==> src/flash_seq_map.svh <==
`ifndef FLASH_SEQ_MAP_SVH
`define FLASH_SEQ_MAP_SVH
// command codes written on the data bus
`define CMD_ERASE_SETUP 8'h20
`define CMD_ERASE_CONFIRM 8'hd0
`define CMD_RESUME 8'hd0
`define CMD_PROG_SETUP 8'h40
`define CMD_PROG_SETUP_ALT 8'h10
`define CMD_OTP_SETUP 8'h30
`define CMD_CLEAR_STATUS 8'h50
`define CMD_READ_STATUS 8'h70
`define CMD_SUSPEND 8'hb0
`define CMD_READ_ARRAY 8'hff
// status bit positions
`define ST_READY 7
`define ST_ERASE_SUSP 6
`define ST_ERASE_FAIL 5
`define ST_PROG_FAIL 4
`define ST_SUPPLY_BAD 3
`define ST_PROG_SUSP 2
`define ST_PROTECTED 1
`define ST_RESERVED 0
// bus timing, in ns, and derived cycles at 5 ns
`define CLK_PERIOD_NS 5
`define T_WRITE_PULSE_NS 60
`define T_READ_ACCESS_NS 120
`define WRITE_CYCLES ((`T_WRITE_PULSE_NS + `CLK_PERIOD_NS - 1) / `CLK_PERIOD_NS)
`define READ_CYCLES ((`T_READ_ACCESS_NS + `CLK_PERIOD_NS - 1) / `CLK_PERIOD_NS)
`define POLL_LIMIT 32'h00ff_ffff
`endif

==> src/flash_seq_pkg.sv <==
package flash_seq_pkg;
    typedef enum logic [2:0] {
        op_erase, op_program, op_otp_program, op_clear_status,
        op_suspend, op_resume, op_read_array, op_read_status
    } op_e;
    typedef enum {
        st_idle, st_write1, st_gap, st_write2, st_poll_read, st_done
    } seq_e;
endpackage

==> src/flash_program_erase_sequencer.sv <==
`timescale 1ns/1ps
`default_nettype none
`include "flash_seq_map.svh"
module flash_program_erase_sequencer
    import flash_seq_pkg::*;
(
    input wire logic i_clk,
    input wire logic i_rst_b,
    input wire logic i_req,
    input wire op_e i_op,
    input wire logic [19:0] i_addr,
    input wire logic [15:0] i_data,
    input wire logic i_supply_ok,
    input wire logic [15:0] i_dq_in,
    output logic o_busy,
    output logic o_done,
    output logic o_error,
    output logic [7:0] o_status,
    output logic o_supply_err,
    output logic [19:0] o_flash_addr,
    output logic [15:0] o_dq_out,
    output logic o_dq_oe,
    output logic o_chip_en_b,
    output logic o_write_en_b,
    output logic o_out_en_b,
    output logic o_reset_powerdown_pin_b,
    output logic o_write_protect_b
);
    typedef struct packed {
        seq_e state;
        op_e op;
        logic [19:0] addr;
        logic [15:0] data;
        logic [7:0] cmd1;
        logic two_writes;
        logic poll;
        logic [31:0] polls;
        logic [7:0] status;
        logic busy;
        logic done;
        logic error;
        logic supply_err;
        logic [19:0] fa;
        logic [15:0] dq;
        logic oe;
        logic ce_b;
        logic we_b;
        logic re_b;
        logic rp_b;
        logic wp_b;
    } seq_s;
    seq_s s_reg;
    seq_s s_next;
    logic t_load;
    logic [7:0] t_count;
    logic t_exp;
    // one timer paces write pulses, gaps and read access
    bus_timer u_timer (
        .i_clk(i_clk),
        .i_rst_b(i_rst_b),
        .i_load(t_load),
        .i_count(t_count),
        .o_expire(t_exp)
    );
    // sequencer: choose command bytes, drive strobes, poll the ready bit
    always_comb begin
        s_next = s_reg;
        s_next.done = 1'b0;
        t_load = 1'b0;
        t_count = 8'(`WRITE_CYCLES);
        case (s_reg.state)
            st_idle: begin
                if (i_req) begin
                    s_next.op = i_op;
                    s_next.addr = i_addr;
                    s_next.data = i_data;
                    s_next.two_writes = 1'b0;
                    s_next.poll = 1'b0;
                    s_next.busy = 1'b1;
                    s_next.error = 1'b0;
                    s_next.polls = '0;
                    case (i_op)
                        op_erase: begin
                            // device pre-programs and erases the block
                            s_next.cmd1 = `CMD_ERASE_SETUP;
                            s_next.data = {8'h00, `CMD_ERASE_CONFIRM};
                            s_next.two_writes = 1'b1;
                            s_next.poll = 1'b1;
                        end
                        op_program: begin
                            s_next.cmd1 = `CMD_PROG_SETUP;
                            s_next.two_writes = 1'b1;
                            s_next.poll = 1'b1;
                        end
                        op_otp_program: begin
                            s_next.cmd1 = `CMD_OTP_SETUP;
                            s_next.two_writes = 1'b1;
                            s_next.poll = 1'b1;
                        end
                        op_clear_status: begin
                            s_next.cmd1 = `CMD_CLEAR_STATUS;
                        end
                        op_suspend: begin
                            s_next.cmd1 = `CMD_SUSPEND;
                        end
                        op_resume: begin
                            // resume re-enters busy, so wait for ready again
                            s_next.cmd1 = `CMD_RESUME;
                            s_next.poll = 1'b1;
                        end
                        op_read_array: begin
                            s_next.cmd1 = `CMD_READ_ARRAY;
                        end
                        default: begin
                            s_next.cmd1 = `CMD_READ_STATUS;
                            s_next.poll = 1'b1;
                        end
                    endcase
                    // host may not start program or erase on a bad supply
                    if (!i_supply_ok && (i_op == op_erase ||
                        i_op == op_program || i_op == op_otp_program)) begin
                        s_next.busy = 1'b0;
                        s_next.done = 1'b1;
                        s_next.error = 1'b1;
                        s_next.supply_err = 1'b1;
                    end else begin
                        s_next.state = st_write1;
                        s_next.fa = i_addr;
                        s_next.dq = {8'h00, s_next.cmd1};
                        s_next.oe = 1'b1;
                        s_next.ce_b = 1'b0;
                        s_next.we_b = 1'b0;
                        t_load = 1'b1;
                    end
                end
            end
            st_write1: begin
                if (t_exp) begin
                    s_next.we_b = 1'b1;
                    s_next.ce_b = 1'b1;
                    t_load = 1'b1;
                    s_next.state = st_gap;
                end
            end
            st_gap: begin
                if (t_exp) begin
                    if (s_reg.two_writes) begin
                        // second write carries block or word address
                        s_next.two_writes = 1'b0;
                        s_next.fa = s_reg.addr;
                        s_next.dq = s_reg.data;
                        s_next.ce_b = 1'b0;
                        s_next.we_b = 1'b0;
                        t_load = 1'b1;
                        s_next.state = st_write2;
                    end else if (s_reg.poll) begin
                        // any read now returns status, no 70h needed
                        s_next.oe = 1'b0;
                        s_next.ce_b = 1'b0;
                        s_next.re_b = 1'b0;
                        t_count = 8'(`READ_CYCLES);
                        t_load = 1'b1;
                        s_next.state = st_poll_read;
                    end else begin
                        s_next.oe = 1'b0;
                        s_next.state = st_done;
                    end
                end
            end
            st_write2: begin
                if (t_exp) begin
                    s_next.we_b = 1'b1;
                    s_next.ce_b = 1'b1;
                    t_load = 1'b1;
                    s_next.state = st_gap;
                end
            end
            st_poll_read: begin
                if (t_exp) begin
                    s_next.ce_b = 1'b1;
                    s_next.re_b = 1'b1;
                    s_next.status = i_dq_in[7:0];
                    s_next.status[`ST_RESERVED] = 1'b0;
                    s_next.polls = s_reg.polls + 32'h1;
                    // ready bit or runaway poll ends the wait; suspend bits are not checked
                    if (i_dq_in[`ST_READY] ||
                        s_reg.polls == `POLL_LIMIT) begin
                        s_next.state = st_done;
                    end else begin
                        t_load = 1'b1;
                        s_next.state = st_gap;
                    end
                end
            end
            st_done: begin
                s_next.busy = 1'b0;
                s_next.done = 1'b1;
                // b3 is sticky on the device until a clear-status
                if (s_reg.op == op_clear_status) begin
                    s_next.supply_err = 1'b0;
                end else if (s_reg.status[`ST_SUPPLY_BAD]) begin
                    s_next.supply_err = 1'b1;
                end
                if (s_reg.poll) begin
                    s_next.error = s_reg.status[`ST_ERASE_FAIL] |
                        s_reg.status[`ST_PROG_FAIL] |
                        s_reg.status[`ST_SUPPLY_BAD] |
                        s_reg.status[`ST_PROTECTED] |
                        ~s_reg.status[`ST_READY];
                end
                s_next.state = st_idle;
            end
            default: begin
                s_next.state = st_idle;
            end
        endcase
        // keep pins deasserted in every state: invalid sequences never leak
        s_next.rp_b = 1'b1;
        s_next.wp_b = 1'b1;
    end
    always_ff @(posedge i_clk or negedge i_rst_b) begin
        if (!i_rst_b) begin
            s_reg <= '0;
            s_reg.state <= st_idle;
            s_reg.op <= op_read_array;
            s_reg.ce_b <= 1'b1;
            s_reg.we_b <= 1'b1;
            s_reg.re_b <= 1'b1;
            s_reg.status <= 8'h80;
            // pins sit high from reset on, so the device never sees a dip
            s_reg.rp_b <= 1'b1;
            s_reg.wp_b <= 1'b1;
        end else begin
            s_reg <= s_next;
        end
    end
    assign o_busy = s_reg.busy;
    assign o_done = s_reg.done;
    assign o_error = s_reg.error;
    assign o_status = s_reg.status;
    assign o_supply_err = s_reg.supply_err;
    assign o_flash_addr = s_reg.fa;
    assign o_dq_out = s_reg.dq;
    assign o_dq_oe = s_reg.oe;
    assign o_chip_en_b = s_reg.ce_b;
    assign o_write_en_b = s_reg.we_b;
    assign o_out_en_b = s_reg.re_b;
    assign o_reset_powerdown_pin_b = s_reg.rp_b;
    assign o_write_protect_b = s_reg.wp_b;
endmodule // flash_program_erase_sequencer
`default_nettype wire

==> src/bus_timer.sv <==
`timescale 1ns/1ps
`default_nettype none
`include "flash_seq_map.svh"
// down counter that pulses o_expire after the loaded number of cycles
module bus_timer (
    input wire logic i_clk,
    input wire logic i_rst_b,
    input wire logic i_load,
    input wire logic [7:0] i_count,
    output logic o_expire
);
    typedef struct packed {
        logic [7:0] cnt;
        logic run;
        logic expire;
    } tmr_s;
    tmr_s s_reg;
    tmr_s s_next;
    // load wins over a running count so a new phase restarts cleanly
    always_comb begin
        s_next = s_reg;
        s_next.expire = 1'b0;
        if (i_load) begin
            s_next.cnt = i_count;
            s_next.run = 1'b1;
        end else if (s_reg.run) begin
            if (s_reg.cnt <= 8'h01) begin
                s_next.run = 1'b0;
                s_next.expire = 1'b1;
            end else begin
                s_next.cnt = s_reg.cnt - 8'h01;
            end
        end
    end
    always_ff @(posedge i_clk or negedge i_rst_b) begin
        if (!i_rst_b) begin
            s_reg <= '0;
        end else begin
            s_reg <= s_next;
        end
    end
    assign o_expire = s_reg.expire;
endmodule // bus_timer
`default_nettype wire

==> config.mk <==
export PLATFORM = sky130hd
export DESIGN_NAME = flash_program_erase_sequencer
export DESIGN_NICKNAME = d
export VERILOG_FILES = /design/src/flash_seq_pkg.sv /design/src/flash_program_erase_sequencer.sv /design/src/bus_timer.sv
export VERILOG_INCLUDE_DIRS = /design/src /design/src/src
export SDC_FILE = /design/constraint.sdc
export NUM_CORES = 1
export LEC_CHECK = 0
export ABC_AREA = 1
export BUFFER_PORTS_ARGS = -buffer_cell sky130_fd_sc_hd__buf_2
export CAP_MARGIN = 40
export CORE_MARGIN = 2
export CORE_UTILIZATION = 55
export DETAILED_ROUTE_END_ITERATION = 7
export PLACE_DENSITY = 0.78
export SKIP_LAST_GASP = 1
export SLEW_MARGIN = 10
export SYNTH_ARGS = -nofsm -noshare
export SYNTH_HDL_FRONTEND = slang
export SYNTH_SLANG_ARGS = --single-unit
==> constraint.sdc <==
create_clock -name i_clk -period 4.5 [get_ports i_clk]
set_input_delay 0.9 -clock i_clk [delete_from_list [all_inputs] [get_ports i_clk]]
set_output_delay 0.9 -clock i_clk [all_outputs]
set_load 0.005 [all_outputs]
==> run summary <==
The number of buffers inserted during clock tree synthesis came out at 17. Summing over every cut layer, the via total after detailed routing is slightly below 6k. The sequential standard cell area came out at between 3000 and 4000 sq um.

The number of global-route vias before repair is 5,639. The count of TritonRoute iterations in the first routing pass came out at 5. The final wirelength is about 15,000 microns. The root buffer cell chosen for the clock tree is sky130_fd_sc_hd__clkbuf_16. The area used by multi-input combinational logic came out at 2756 sq um. The flow ran to the end, and the final reports show no timing, DRC or antenna violations. The library cell used most frequently in the layout, excluding fill and tap cells, is sky130_fd_sc_hd__nand2_1. The floorplan has a little over 40 rows.

In this run the critical register-to-register path is launched from s_reg[137]$_DFFE_PN0P_. The distinct cell type count of the synthesized netlist came out at 41. The number of placed I/O pins is about 110. In the synthesized netlist the dominant register cell turns out to be sky130_fd_sc_hd__dfrtp_1. The endpoint arrival time on the critical path is 3.16 ns. After clock tree synthesis, the setup repair step added 0 buffers. The area enclosed by the die boundary came out at approximately 14,000 sq um. The longest clock path from root to sink contains 2 buffers. The total congestion overflow is 0. The flop and latch count out of synthesis came out at roughly 140. The peak supply drop came out at between 0.3 and 0.4 mV. The clock period could shrink to 2.858 ns. Setup repair after global routing left no endpoint under its margin.

In this run the remaining antenna-violating nets after routing total 0. Setup slack on the worst reg-to-reg path comes out at 1.64 ns. The share of the cycle needed by the critical path after routing came out at about 64%. The largest total area in the synthesized netlist belongs to sky130_fd_sc_hd__dfrtp_1. The final-layout worst hold slack is ~0.46 ns.

The critical path required time came out at between 4 and 5 ns. The global-route wire length before repair came out at 26,410 microns. The static power due to leakage is roughly 4 nW. Along the worst hold path, the cell count comes to 2. The chip height is 117.5 microns. The count of H-tree levels built during CTS came out at 4. TritonCTS built the clock tree. The standard cell core area is 12,620 sq um. STA classifies the critical path startpoint as a flip-flop.

The last weighted congestion value of the routability-driven placer came out at 0.9542. The clock sink count came out at 137. The layout cell share with drive strength beyond 1 is between 10% and 20%. The endpoint type of the worst setup path is a flip-flop. The flip-flop count of the largest register after layout is 76.

For the pin with the worst max-slew slack, the measured transition is between 0.8 and 0.9 ns. The summed area of non-filler cells in the final layout came out at 7978 sq um. The startpoint-to-endpoint class of the critical path is flip-flop to flip-flop. The number of enable-type register cells in the synthesized netlist is 0. The cell area after synthesis is approximately 7100 sq um. The final sum of negative setup slack came out at 0 ns. The initial antenna violation count came out at 1. The area growth from synthesis to layout is 12.63%. Max-cap violations in this run came to 0.

In this run, post-CTS repair resized a total of 0 instances. In this run the most critical hold path is launched from s_reg[133]$_DFFE_PN1P_. The timing-limited maximum frequency came out at 350.0 MHz. After synthesis, the cell types taking the most area are sky130_fd_sc_hd__dfrtp_1 46%, sky130_fd_sc_hd__nand2_1 15%, sky130_fd_sc_hd__o21ai_0 6.1%, sky130_fd_sc_hd__inv_1 5.2%, sky130_fd_sc_hd__buf_4 5.0%.

The worst-case headroom to the max-slew limit came out at 45.94%. The total cell area at the placement stage came out at 7372 sq um. The number of slew-limit violations in the final report came out at 0. The starting density of the core is around 56%. For hold timing, the worst endpoint is s_reg[133]$_DFFE_PN1P_. The violation count after the first detailed-routing iteration came out at 560. The maximum fanout along the worst path came out at between 40 and 50. The largest net degree at the start of global routing came out at 90. The endpoint identified for the worst register-to-register timing path is o_dq_out[0]$_DFFE_PN0P_. The proportion of netlist area held by the largest area contributor is between 40% and 50%. The floorplan step set the die width to between 100 and 150 microns. The path class of the tightest hold or removal check is flip-flop to flip-flop. The part of the Yosys area used for sequential elements came out at between 40% and 50%. Each instance of the synthesized netlist takes up on average approximately 7.8 sq um.

The number of endpoints with negative hold slack in the final report came out at 0. The count of endpoints failing setup in the final report came out at 0. Fill cells in the final layout number between 1k and 1.5k.

In the final routed layout, each cell accounts on average for 13.41 microns. The aggregate global-route resource usage came out at between 20% and 30%. The number of warnings issued by yosys is 0. The number of antenna diodes in the final layout is 0.

After detailed placement, the design holds a cell count of between 1k and 1.5k. The power per unit of standard cell area is slightly above 600 nW/um^2. Across the routed clock network, the largest skew measured is roughly 0.0053 ns. The detailed-route vias per instance is slightly above 5. The finished layout holds approximately 1.1k standard cells, fillers aside.

The async set or reset register ratio after synthesis came out at 100.0%. The worst-case reg-to-reg path depth came out at 11. In the layout the commonest cells are 281 x sky130_fd_sc_hd__nand2_1, 131 x sky130_fd_sc_hd__dfrtp_1, 99 x sky130_fd_sc_hd__buf_2, 98 x sky130_fd_sc_hd__inv_1, 87 x sky130_fd_sc_hd__o21ai_0.

The half-perimeter wire length of the detailed placement result is 10,350 microns. The count of nets after finishing is 1,022. The final routed DRC violation total is 0. The clock reaches the later pin of the worst-skew pair after around 0.42 ns. The number of input and output port buffers inserted is 100. Clock-pin slew was measured on the worst setup and hold paths at roughly 0.060 ns.

In this run, post-CTS hold repair placed 0 buffers. The number of standard cells after synthesis is roughly 910.
[worst max path at each step]
stage / start / endpoint
2_1_floorplan: i_op[2] / o_dq_out[0]$_DFFE_PN0P_
3_3_place_gp: i_op[1] / o_dq_out[2]$_DFFE_PN0P_
3_5_place_dp: i_op[1] / o_dq_out[3]$_DFFE_PN0P_
4_1_cts: s_reg[137]$_DFFE_PN0P_ / o_dq_out[0]$_DFFE_PN0P_
5_1_grt: s_reg[137]$_DFFE_PN0P_ / o_dq_out[2]$_DFFE_PN0P_
6_report: s_reg[137]$_DFFE_PN0P_ / o_dq_out[0]$_DFFE_PN0P_
[where the power goes]
part | switching, mW | internal, mW | total, mW
combinational | 1.06 | 0.581 | 1.64
sequential | 0.228 | 1.67 | 1.90
clock | 0.517 | 0.897 | 1.41
[per-stage QoR]
stage | util, % | worst slack [ns] | total power, mW
5_1_grt | 63.22 | 1.338 | 5.342
3_3_place_gp | 58.36 | 1.454 | 3.499
2_1_floorplan | - | 2.427 | 3.261
6_report | 63.22 | 1.642 | 4.957
4_1_cts | 63.22 | 1.574 | 4.994
3_5_place_dp | 58.42 | 1.412 | 3.560
[Yosys cell counts, types with 2 or more instances]
cell type	number
sky130_fd_sc_hd__a21oi_1	20
sky130_fd_sc_hd__a22o_1	2
sky130_fd_sc_hd__a31oi_1	2
sky130_fd_sc_hd__buf_2	16
sky130_fd_sc_hd__buf_4	47
sky130_fd_sc_hd__buf_6	2
sky130_fd_sc_hd__clkbuf_1	9
sky130_fd_sc_hd__conb_1	2
sky130_fd_sc_hd__dfrtp_1	131
sky130_fd_sc_hd__dfstp_2	6
sky130_fd_sc_hd__ha_1	3
sky130_fd_sc_hd__inv_1	98
sky130_fd_sc_hd__inv_2	9
sky130_fd_sc_hd__mux2_2	2
sky130_fd_sc_hd__nand2_1	281
sky130_fd_sc_hd__nand2_2	5
sky130_fd_sc_hd__nand3_1	37
sky130_fd_sc_hd__nand4_1	15
sky130_fd_sc_hd__nor2_1	61
sky130_fd_sc_hd__nor2_2	6
sky130_fd_sc_hd__nor2_4	3
sky130_fd_sc_hd__nor3_1	16
sky130_fd_sc_hd__nor4_1	2
sky130_fd_sc_hd__o21a_1	5
sky130_fd_sc_hd__o21ai_0	87
sky130_fd_sc_hd__o21ai_1	3
sky130_fd_sc_hd__o22ai_1	5
sky130_fd_sc_hd__o31ai_1	15
sky130_fd_sc_hd__or2_2	2
sky130_fd_sc_hd__xor2_1	5
[cell type report]
type	count	area share (%)
Clock buffer	20	5.725
Clock inverter	12	1.866
Inverter	108	5.082
Multi-Input combinational cell	589	34.55
Sequential cell	137	43.07
Tap cell	172	2.698
Timing Repair Buffer	107	7.011
[routing by layer]
metal / vias to the layer above / GRT usage, % / routed length [microns]
li1: 2944 / - / -
met3: 15 / 6.444 / 848
met1: 2762 / 32.05 / 7325
met2: 150 / 37.06 / 7020
met5: - / 0 / 13
met4: 2 / 5.798 / 147
[critical path, cell delays in order (launching register included)]
cell and delay (ns):
sky130_fd_sc_hd__dfrtp_1 0.42, sky130_fd_sc_hd__inv_2 0.09, sky130_fd_sc_hd__nand2_2 0.08, sky130_fd_sc_hd__nor2_4 0.03
sky130_fd_sc_hd__buf_4 0.23, sky130_fd_sc_hd__inv_2 0.26, sky130_fd_sc_hd__nor2_2 0.11, sky130_fd_sc_hd__nor2_4 0.15
sky130_fd_sc_hd__nand4_4 0.48, sky130_fd_sc_hd__inv_2 0.63, sky130_fd_sc_hd__nand3_1 0.12, sky130_fd_sc_hd__o21a_1 0.13
[cell families after synthesis]
logic type	count (synthesis)	synth area share, %
other	2	0.1060
buffers and inverters	183	12.70
AND/OR/NAND/NOR	432	25.83
flip-flops	137	48.51
AO/OA/AOI/OAI	142	11.13
multiplexers	3	0.4593
XOR/XNOR	6	0.7419
adder cells (fa/ha/maj)	3	0.5300
(Power assumes the default switching activity.)
